## src/hw/nvsram_defs.svh

```systemverilog
// Constants for the partitioned nonvolatile SRAM host controller
`ifndef NVSRAM_DEFS_SVH
`define NVSRAM_DEFS_SVH

`define NVS_REG_CMD 8'h00
`define NVS_REG_ADDR 8'h04
`define NVS_REG_WDATA 8'h08
`define NVS_REG_MASK 8'h0C
`define NVS_REG_STATUS 8'h10
`define NVS_REG_RDATA 8'h14
`define NVS_REG_LOADED 8'h18

`define NVS_CMD_NONE 2'h0
`define NVS_CMD_READ 2'h1
`define NVS_CMD_WRITE 2'h2
`define NVS_CMD_PROGRAM 2'h3

`define NVS_ST_BUSY 0
`define NVS_ST_DONE 1
`define NVS_ST_PFAIL 2
`define NVS_ST_ABORT 3

`define NVS_ADDR_RESET 19'h00000
`define NVS_WDATA_RESET 8'h00
`define NVS_MASK_RESET 16'h0000

`define NVS_UNLOCK_LEN 20
`define NVS_PROG_LEN 24
`define NVS_UNLOCK_PATTERN 80'hFE7739CE7394_24A69105

`define NVS_CLK_NS 8
`define NVS_SETUP_NS 8
`define NVS_READ_PULSE_NS 70
`define NVS_WRITE_PULSE_NS 70
`define NVS_RECOVERY_NS 10
`define NVS_NS_TO_CYC(ns) (((ns) + `NVS_CLK_NS - 1) / `NVS_CLK_NS)
`define NVS_SETUP_CYC `NVS_NS_TO_CYC(`NVS_SETUP_NS)
`define NVS_READ_PULSE_CYC `NVS_NS_TO_CYC(`NVS_READ_PULSE_NS)
`define NVS_WRITE_PULSE_CYC `NVS_NS_TO_CYC(`NVS_WRITE_PULSE_NS)
`define NVS_RECOVERY_CYC `NVS_NS_TO_CYC(`NVS_RECOVERY_NS)

`endif

```

## src/hw/nvsram_pkg.sv

```systemverilog
// Types shared by the host controller and its pin cycle engine
`default_nettype none
package nvsram_pkg;
    typedef enum logic [3:0] {
        CY_IDLE = 4'b0001,
        CY_SETUP = 4'b0010,
        CY_PULSE = 4'b0100,
        CY_RECOV = 4'b1000
    } cyc_state_e;

    typedef enum logic [2:0] {
        CT_IDLE = 3'b001,
        CT_SINGLE = 3'b010,
        CT_PROG = 3'b100
    } ctl_state_e;
endpackage
`default_nettype wire

```

## src/hw/nvsram_cycle.sv

```systemverilog
// Pin cycle engine: one timed asynchronous read or write on the SRAM pins
`timescale 1ns/100ps
`default_nettype none
`include "nvsram_defs.svh"
module nvsram_cycle import nvsram_pkg::*; #(
    parameter int SETUP_CYC = `NVS_SETUP_CYC,
    parameter int READ_PULSE_CYC = `NVS_READ_PULSE_CYC,
    parameter int WRITE_PULSE_CYC = `NVS_WRITE_PULSE_CYC,
    parameter int RECOVERY_CYC = `NVS_RECOVERY_CYC,
    parameter int CNT_W = 8
) (
    // Clock and reset
    input wire logic hclk,
    input wire logic hresetn,
    // Request from the controller
    input wire logic start,
    input wire logic start_write,
    input wire logic [18:0] start_addr,
    input wire logic [7:0] start_wdata,
    output logic busy,
    output logic done,
    output logic [7:0] rdata,
    // SRAM pins
    output logic [18:0] address_bus,
    output logic chip_select_n,
    output logic write_strobe_n,
    output logic output_drive_n,
    output logic [7:0] data_bus_o,
    input wire logic [7:0] data_bus_i,
    output logic data_bus_oe_n
);
    cyc_state_e state_q;
    logic [CNT_W-1:0] cnt_q;
    logic write_q;

    wire cnt_end = (cnt_q == '0);
    wire [CNT_W-1:0] setup_cnt = CNT_W'(SETUP_CYC - 1);
    wire [CNT_W-1:0] pulse_cnt = write_q ? CNT_W'(WRITE_PULSE_CYC - 1)
                                         : CNT_W'(READ_PULSE_CYC - 1);
    wire [CNT_W-1:0] recov_cnt = CNT_W'(RECOVERY_CYC - 1);

    assign busy = (state_q != CY_IDLE);

    always_ff @(posedge hclk or negedge hresetn) begin
        if (!hresetn) begin
            state_q <= CY_IDLE;
            cnt_q <= '0;
            write_q <= 1'b0;
            done <= 1'b0;
            rdata <= 8'h00;
            address_bus <= 19'h00000;
            chip_select_n <= 1'b1;
            write_strobe_n <= 1'b1;
            output_drive_n <= 1'b1;
            data_bus_o <= 8'h00;
            data_bus_oe_n <= 1'b1;
        end else begin
            done <= 1'b0;
            case (state_q)
                CY_IDLE: begin
                    if (start) begin
                        // Address and select settle before any strobe
                        address_bus <= start_addr;
                        chip_select_n <= 1'b0;
                        write_q <= start_write;
                        data_bus_o <= start_wdata;
                        data_bus_oe_n <= !start_write;
                        cnt_q <= setup_cnt;
                        state_q <= CY_SETUP;
                    end
                end
                CY_SETUP: begin
                    if (cnt_end) begin
                        // Write strobe falls after select: start of write
                        write_strobe_n <= !write_q;
                        output_drive_n <= write_q;
                        cnt_q <= pulse_cnt;
                        state_q <= CY_PULSE;
                    end else begin
                        cnt_q <= cnt_q - 1'b1;
                    end
                end
                CY_PULSE: begin
                    if (cnt_end) begin
                        if (!write_q) begin
                            rdata <= data_bus_i;
                        end
                        // Select and strobe rise together; address held till now
                        chip_select_n <= 1'b1;
                        write_strobe_n <= 1'b1;
                        output_drive_n <= 1'b1;
                        cnt_q <= recov_cnt;
                        state_q <= CY_RECOV;
                    end else begin
                        cnt_q <= cnt_q - 1'b1;
                    end
                end
                CY_RECOV: begin
                    // Data held one cycle past strobe rise, then released
                    data_bus_oe_n <= 1'b1;
                    if (cnt_end) begin
                        done <= 1'b1;
                        state_q <= CY_IDLE;
                    end else begin
                        cnt_q <= cnt_q - 1'b1;
                    end
                end
                default: begin
                    state_q <= CY_IDLE;
                end
            endcase
        end
    end
endmodule
`default_nettype wire

```

## src/hw/nvsram_host.sv

```systemverilog
// AHB-Lite host controller for the partitioned nonvolatile SRAM
//
// Decided for this implementation: register access over AHB-Lite and the register addresses.
`timescale 1ns/100ps
`default_nettype none
`include "nvsram_defs.svh"
module nvsram_host import nvsram_pkg::*; #(
    parameter int SETUP_CYC = `NVS_SETUP_CYC,
    parameter int READ_PULSE_CYC = `NVS_READ_PULSE_CYC,
    parameter int WRITE_PULSE_CYC = `NVS_WRITE_PULSE_CYC,
    parameter int RECOVERY_CYC = `NVS_RECOVERY_CYC
) (
    // Clock and reset
    input wire logic hclk,
    input wire logic hresetn,
    // AHB-Lite slave
    input wire logic hsel,
    input wire logic [31:0] haddr,
    input wire logic [1:0] htrans,
    input wire logic hwrite,
    input wire logic [2:0] hsize,
    input wire logic [31:0] hwdata,
    input wire logic hready,
    output logic hreadyout,
    output logic [31:0] hrdata,
    output logic hresp,
    // SRAM pins
    output logic [18:0] address_bus,
    output logic chip_select_n,
    output logic write_strobe_n,
    output logic output_drive_n,
    output logic [7:0] data_bus_o,
    input wire logic [7:0] data_bus_i,
    output logic data_bus_oe_n,
    // Supply status from the memory module
    input wire logic power_fail_warning
);
    // Unlock nibble for programming read idx (0 based), A18..A15 order
    function automatic logic [3:0] unlock_nibble(input logic [4:0] idx);
        logic [79:0] p;
        logic [6:0] sh;
        sh = 7'h4C - {idx, 2'b00};
        p = `NVS_UNLOCK_PATTERN >> sh;
        return p[3:0];
    endfunction

    // Mask nibble carried by load read j: bit i goes out on line 15+i
    function automatic logic [3:0] mask_nibble(input logic [15:0] mask, input logic [1:0] j);
        logic [15:0] m;
        m = mask >> {j, 2'b00};
        return m[3:0];
    endfunction

    // Register state
    logic [18:0] addr_q;
    logic [7:0] wdata_q;
    logic [15:0] mask_q;
    logic [15:0] loaded_q;
    logic [7:0] rdata_q;
    logic [1:0] last_cmd_q;
    logic done_q;
    logic abort_q;

    // Bus state
    logic wr_pend_q;
    logic [7:0] wr_off_q;

    // Sequencer state
    ctl_state_e state_q;
    logic [4:0] idx_q;
    logic issued_q;
    logic op_write_q;
    logic start_q;
    logic [18:0] start_addr_q;

    // Engine answers
    logic eng_busy;
    logic eng_done;
    logic [7:0] eng_rdata;

    // Address phase decode
    wire addr_ok = hsel && htrans[1] && hready;
    wire rd_take = addr_ok && !hwrite;
    wire [7:0] rd_off = haddr[7:0];

    wire [31:0] status_word = {28'h0000000, abort_q, power_fail_warning, done_q,
                               (state_q != CT_IDLE)};
    wire [31:0] rd_value =
        (rd_off == `NVS_REG_CMD) ? {30'h00000000, last_cmd_q} :
        (rd_off == `NVS_REG_ADDR) ? {13'h0000, addr_q} :
        (rd_off == `NVS_REG_WDATA) ? {24'h000000, wdata_q} :
        (rd_off == `NVS_REG_MASK) ? {16'h0000, mask_q} :
        (rd_off == `NVS_REG_STATUS) ? status_word :
        (rd_off == `NVS_REG_RDATA) ? {24'h000000, rdata_q} :
        (rd_off == `NVS_REG_LOADED) ? {16'h0000, loaded_q} :
        32'h00000000;

    // Data phase write decode
    wire wr_cmd = wr_pend_q && (wr_off_q == `NVS_REG_CMD);
    wire wr_addr = wr_pend_q && (wr_off_q == `NVS_REG_ADDR);
    wire wr_wdata = wr_pend_q && (wr_off_q == `NVS_REG_WDATA);
    wire wr_mask = wr_pend_q && (wr_off_q == `NVS_REG_MASK);
    wire wr_status = wr_pend_q && (wr_off_q == `NVS_REG_STATUS);
    wire [1:0] cmd_code = hwdata[1:0];

    // Command acceptance; busy commands are dropped, fault commands abort
    wire idle = (state_q == CT_IDLE);
    wire cmd_valid = wr_cmd && idle && (cmd_code != `NVS_CMD_NONE);
    wire cmd_go = cmd_valid && !power_fail_warning;
    wire cmd_pf = cmd_valid && power_fail_warning;

    // Cycle issue towards the engine
    wire issue = !idle && !issued_q && !eng_busy;
    wire abort_now = issue && power_fail_warning;
    wire start_d = issue && !power_fail_warning;
    wire last_prog = (idx_q == 5'(`NVS_PROG_LEN - 1));
    wire in_unlock = (idx_q < 5'(`NVS_UNLOCK_LEN));
    wire [1:0] load_j = 2'(idx_q - 5'(`NVS_UNLOCK_LEN));
    // Unlock reads, then mask reads; low lines carry the address register
    wire [3:0] prog_nib = in_unlock ? unlock_nibble(idx_q)
                                    : mask_nibble(mask_q, load_j);
    wire [18:0] next_addr = (state_q == CT_PROG) ? {prog_nib, addr_q[14:0]} : addr_q;

    // Sticky flags: a set in the same cycle as a clear wins
    wire done_set = eng_done && ((state_q == CT_SINGLE) || last_prog);
    wire abort_set = abort_now || cmd_pf;
    wire done_clr = wr_status && hwdata[`NVS_ST_DONE];
    wire abort_clr = wr_status && hwdata[`NVS_ST_ABORT];

    // AHB slave: zero wait states, always OKAY
    always_ff @(posedge hclk or negedge hresetn) begin
        if (!hresetn) begin
            hreadyout <= 1'b0;
            hresp <= 1'b0;
        end else begin
            hreadyout <= 1'b1;
            hresp <= 1'b0;
        end
    end

    // Read data stands for the one data phase cycle only
    always_ff @(posedge hclk or negedge hresetn) begin
        if (!hresetn) begin
            hrdata <= 32'h00000000;
        end else begin
            hrdata <= rd_take ? rd_value : 32'h00000000;
        end
    end

    // Write address phase kept for its data phase
    always_ff @(posedge hclk or negedge hresetn) begin
        if (!hresetn) begin
            wr_pend_q <= 1'b0;
            wr_off_q <= 8'h00;
        end else begin
            wr_pend_q <= addr_ok && hwrite;
            wr_off_q <= haddr[7:0];
        end
    end

    // Software registers
    always_ff @(posedge hclk or negedge hresetn) begin
        if (!hresetn) begin
            addr_q <= `NVS_ADDR_RESET;
            wdata_q <= `NVS_WDATA_RESET;
            mask_q <= `NVS_MASK_RESET;
            last_cmd_q <= `NVS_CMD_NONE;
        end else begin
            if (wr_addr) begin
                addr_q <= hwdata[18:0];
            end
            if (wr_wdata) begin
                wdata_q <= hwdata[7:0];
            end
            if (wr_mask) begin
                mask_q <= hwdata[15:0];
            end
            if (wr_cmd) begin
                last_cmd_q <= cmd_code;
            end
        end
    end

    // Done flag
    always_ff @(posedge hclk or negedge hresetn) begin
        if (!hresetn) begin
            done_q <= 1'b0;
        end else begin
            done_q <= done_set || (done_q && !done_clr);
        end
    end

    // Abort flag
    always_ff @(posedge hclk or negedge hresetn) begin
        if (!hresetn) begin
            abort_q <= 1'b0;
        end else begin
            abort_q <= abort_set || (abort_q && !abort_clr);
        end
    end

    // Data of single reads; data returned by programming reads is discarded
    always_ff @(posedge hclk or negedge hresetn) begin
        if (!hresetn) begin
            rdata_q <= 8'h00;
        end else begin
            if (eng_done && (state_q == CT_SINGLE) && !op_write_q) begin
                rdata_q <= eng_rdata;
            end
        end
    end

    // Host copy of the mask last loaded into the device
    always_ff @(posedge hclk or negedge hresetn) begin
        if (!hresetn) begin
            loaded_q <= `NVS_MASK_RESET;
        end else begin
            if (eng_done && (state_q == CT_PROG) && last_prog) begin
                loaded_q <= mask_q;
            end
        end
    end

    // Command sequencer; a program run issues only reads, never a write
    always_ff @(posedge hclk or negedge hresetn) begin
        if (!hresetn) begin
            state_q <= CT_IDLE;
            idx_q <= 5'h00;
            issued_q <= 1'b0;
            op_write_q <= 1'b0;
        end else begin
            case (state_q)
                CT_IDLE: begin
                    issued_q <= 1'b0;
                    idx_q <= 5'h00;
                    if (cmd_go) begin
                        op_write_q <= (cmd_code == `NVS_CMD_WRITE);
                        state_q <= (cmd_code == `NVS_CMD_PROGRAM) ? CT_PROG : CT_SINGLE;
                    end
                end
                CT_SINGLE: begin
                    if (abort_now) begin
                        state_q <= CT_IDLE;
                    end else if (start_d) begin
                        issued_q <= 1'b1;
                    end else if (eng_done) begin
                        issued_q <= 1'b0;
                        state_q <= CT_IDLE;
                    end
                end
                CT_PROG: begin
                    if (abort_now) begin
                        state_q <= CT_IDLE;
                    end else if (start_d) begin
                        issued_q <= 1'b1;
                    end else if (eng_done) begin
                        issued_q <= 1'b0;
                        idx_q <= idx_q + 5'h01;
                        if (last_prog) begin
                            state_q <= CT_IDLE;
                        end
                    end
                end
                default: begin
                    state_q <= CT_IDLE;
                end
            endcase
        end
    end

    // Launch strobe towards the engine
    always_ff @(posedge hclk or negedge hresetn) begin
        if (!hresetn) begin
            start_q <= 1'b0;
        end else begin
            start_q <= start_d;
        end
    end

    // Launch address, aligned with the strobe
    always_ff @(posedge hclk or negedge hresetn) begin
        if (!hresetn) begin
            start_addr_q <= 19'h00000;
        end else begin
            start_addr_q <= next_addr;
        end
    end

    wire start_is_write = op_write_q && (state_q == CT_SINGLE);

    nvsram_cycle #(
        .SETUP_CYC(SETUP_CYC),
        .READ_PULSE_CYC(READ_PULSE_CYC),
        .WRITE_PULSE_CYC(WRITE_PULSE_CYC),
        .RECOVERY_CYC(RECOVERY_CYC),
        .CNT_W(8)
    ) u_cycle (
        .hclk(hclk),
        .hresetn(hresetn),
        .start(start_q),
        .start_write(start_is_write),
        .start_addr(start_addr_q),
        .start_wdata(wdata_q),
        .busy(eng_busy),
        .done(eng_done),
        .rdata(eng_rdata),
        .address_bus(address_bus),
        .chip_select_n(chip_select_n),
        .write_strobe_n(write_strobe_n),
        .output_drive_n(output_drive_n),
        .data_bus_o(data_bus_o),
        .data_bus_i(data_bus_i),
        .data_bus_oe_n(data_bus_oe_n)
    );
endmodule
`default_nettype wire

```

## config.mk

```make
export PLATFORM = sky130hd
export DESIGN_NAME = nvsram_host
export DESIGN_NICKNAME = d
export VERILOG_FILES = /design/src/hw/nvsram_pkg.sv /design/src/hw/nvsram_cycle.sv /design/src/hw/nvsram_host.sv
export VERILOG_INCLUDE_DIRS = /design/src /design/src/hw
export SDC_FILE = /design/constraint.sdc
export NUM_CORES = 1
export LEC_CHECK = 0
export ABC_AREA = 1
export ABC_CLOCK_PERIOD_IN_PS = 5000
export CAP_MARGIN = 15
export CORE_ASPECT_RATIO = 0.75
export CORE_UTILIZATION = 41
export CTS_CLUSTER_SIZE = 14
export DETAILED_ROUTE_END_ITERATION = 8
export DONT_BUFFER_PORTS = 1
export MAX_ROUTING_LAYER = met4
export SYNTH_ARGS = -nofsm -noshare
export SYNTH_HDL_FRONTEND = slang
export SYNTH_SLANG_ARGS = --single-unit
```

## constraint.sdc

```tcl
create_clock -name hclk -period 5 [get_ports hclk]
set_clock_uncertainty 0.1 [all_clocks]
set_input_delay 0.25 -clock hclk [delete_from_list [all_inputs] [get_ports hclk]]
set_output_delay 0.25 -clock hclk [all_outputs]
set_load 0.02 [all_outputs]
```

==> results.toml <==
[finish]
area_growth_pct = 13.0
layout.nets = 1079
diodes = 0
final_cell_count_no_fill = 1253
drive_gt1_share_pct = 11.1

[timing]
final_hold_viol_count = 0
setup_violations = 0
whs_ns = 0.0279
max_freq_mhz = 407
maxSlewViolCount = 0
relSlewSlack_pct = 28.5
timing.setup.tns_ns = 0
tightestPinTransition_ns = 1.07
rsz0062_at_grt = "no"
min_period_ns = 2.46
worst_slack_ns = 2.54
period_share_pct = 49.2

[drt]
dr_wl_met2_um = 8270
dr.pass1.iters = 5
wl_um = 19900
highest_layer = "met4"
met3_length_um = 1170
drt-met1-wl_um = 10200
drtIter0Drc = 549
vias_per_cell = 4.95
num_vias = 6207
postRouteAntennaNets = 0
wl_per_cell_um = 15.9
route.detailed.drc = 0

[floorplanning]
fp.dieW_um = 167
std_cell_rows = 44
die_h_um = 126
design.die.area_sq_um = 21100
initial_utilization_pct = 42.6
ios = 148
core_sq_um = 19700

[worst_setup_path]
worstSetupStartpointType = "flip-flop"
cp_slowest_cell = "dfrtp_1"
path_class = "reg -> reg"
cp_cell_sequence = "ha_1 > nand2_1 > nor2_1 > nand2_1 > o21ai_0"
crit_arrival_ns = 2.68
r2r_slack_ns = 2.54
crit_path_max_fanout = 32
cp_top_family = "simple AND/OR/NAND/NOR gates"
cp-end-kind = "flip-flop"
crit_buf_inv = 0
slowest_delay_ns = 0.66
critPathMostFrequentCell = "nand2_1"
worstPathRequired_ns = 5.22

[clock_network]
cts_max_level = 4
clkSlewWorstSetupHoldPaths_ns = 0.07
insertion_delay_ns = 0.43
root_buffer = "clkbuf_16"
clock-sinks = 183
post_cts.repair.setup_buffers = 0
cts_buffer_depth = 2
cts_tree = "yes"
numCtsBuffers = 17

[global_routing]
grt_pass1_wl_um = 32500
grt_max_degree = 184
gr-total-overflow = 0
antenna_found_initial = 0
grtUsageTotal_pct = 20.7
grt_pass1_vias = 5840

[synth]
synth_cells = 958
yosys_warnings = 0
synth_cell_types = 43
synth.cell_area_sq_um = 8400
ys_ff_latch = 183
yosysSeqAreaShare_pct = 54.6
syn_area_per_cell_sq_um = 8.77

[pwr]
powerDensity_nw_per_um2 = 326
ir_drop_mv = 0.210
p_leak_nw = 4.86
power.total_mw = 3.10

[place]
hpwl_um = 13800
io_buffers = 0
place_ws_ns = 2.54
gp_congestion = 0.902
placed_cells = 1182

[outcome]
outcome = "finished, final reports clean"

[min_path]
hp-class = "in -> reg"

[flow_run]
maxCapViolations = 0
-- path summary, 6_finish.rpt --
path,start,endpoint,cells past startpoint
worst max-delay path,idx_q[0],loaded_q[4],5
max in group asynchronous,hresetn,hrdata[4],2
min in group asynchronous,hresetn,u_cycle.cnt_q[6],2
worst min-delay path,hwdata[3],mask_q[3],2
worst max register to register,idx_q[0],loaded_q[4],5
worst min register to register,addr_q[2],start_addr_q[2],0
-- registers in the layout, summed over array words and instances (netlist names), 16 cells and up --
| name | flops |
|---|---|
| loaded_q | 16 |
| addr_q | 19 |
| start_addr_q | 19 |
| mask_q | 16 |
| u_cycle.address_bus | 19 |
| hrdata | 19 |
-- logic make-up after synthesis --
| group | count (synthesis) | synth area share (%) |
|---|---|---|
| AOI/OAI and AO/OA | 153 | 10.3 |
| xor gates and xnor gates | 8 | 0.834 |
| adders and majority gates | 9 | 1.34 |
| buffers and inverters | 156 | 8.20 |
| DFF | 183 | 54.6 |
| muxes | 3 | 0.402 |
| other | 2 | 0.0894 |
| and+or+nand+nor | 444 | 24.3 |
-- Yosys cell counts (all sizes together) --
library cell | n | area, sq um
clkbuf | 13 | 48.8
nand3 | 74 | 420
clkinv | 4 | 16.3
o31ai | 1 | 7.51
ha | 9 | 113
nor3 | 8 | 45.0
mux2 | 3 | 33.8
o221ai | 4 | 35.0
a31oi | 2 | 12.5
nand3b | 2 | 27.5
buf | 29 | 211
inv | 110 | 413
xnor2 | 1 | 8.76
dfrtp | 177 | 4430
o22ai | 5 | 31.3
nand4 | 3 | 25.0
o21ai | 97 | 485
a22oi | 1 | 7.51
nand2 | 278 | 1120
conb | 2 | 7.51
o21bai | 2 | 15.0
xor2 | 7 | 61.3
nor2 | 76 | 387
a21oi | 31 | 193
o211ai | 10 | 75.1
or2 | 3 | 18.8
dfstp | 6 | 158
-- stage by stage --
stage	area, sq um	utilization [%]
CTS	9500	48.2
detailed placement	8510	43.2
finish	9500	48.2
global route	9500	48.2
floorplan	8450	-
global placement	8510	43.2
-- timing repair --
action / CTS / global route
endpoints found under the hold margin: 248 / 0
resized for setup: 0 / 0
hold buffers: 39 / 0
-- cell usage in the layout (no fill, tap or decap), drive strengths merged, types with 15 or more instances in the layout --
master / instances
a21oi: 31
nand3: 74
nand2: 278
clkbuf: 19
dfrtp: 177
o21ai: 97
dlygate4sd3: 38
nor2: 76
inv: 118
conb: 15
-- worst reg2reg max path: cells and delay by family (launching register included) --
kind | cells | cell delay, ns
flops | 1 | 0.66
fa+ha+maj | 1 | 0.32
simple gates | 3 | 0.86
compound gates | 1 | 0.41
-- power by group --
group	internal, mW	total (mW)	switching, mW
sequential	1.52	1.56	0.0428
combinational	0.0647	0.203	0.139
clock	0.717	1.33	0.618
total	2.30	3.10	0.799
-- per-layer routing --
layer,vias up,track usage [%]
li1,3087,-
met3,19,4.02
met4,0,6.10
met2,173,27.3
met1,2928,31.8
met5,-,-
-- cell type report --
type | instances | area (sq um)
Fill cell | 1887 | 10200
Sequential cell | 183 | 4590
Multi-Input combinational cell | 632 | 3180
Clock buffer | 19 | 443
Inverter | 114 | 429
Timing Repair Buffer | 39 | 408
Tap cell | 253 | 317
Clock inverter | 13 | 133
No activity file was read; power rests on OpenSTA's default activity.
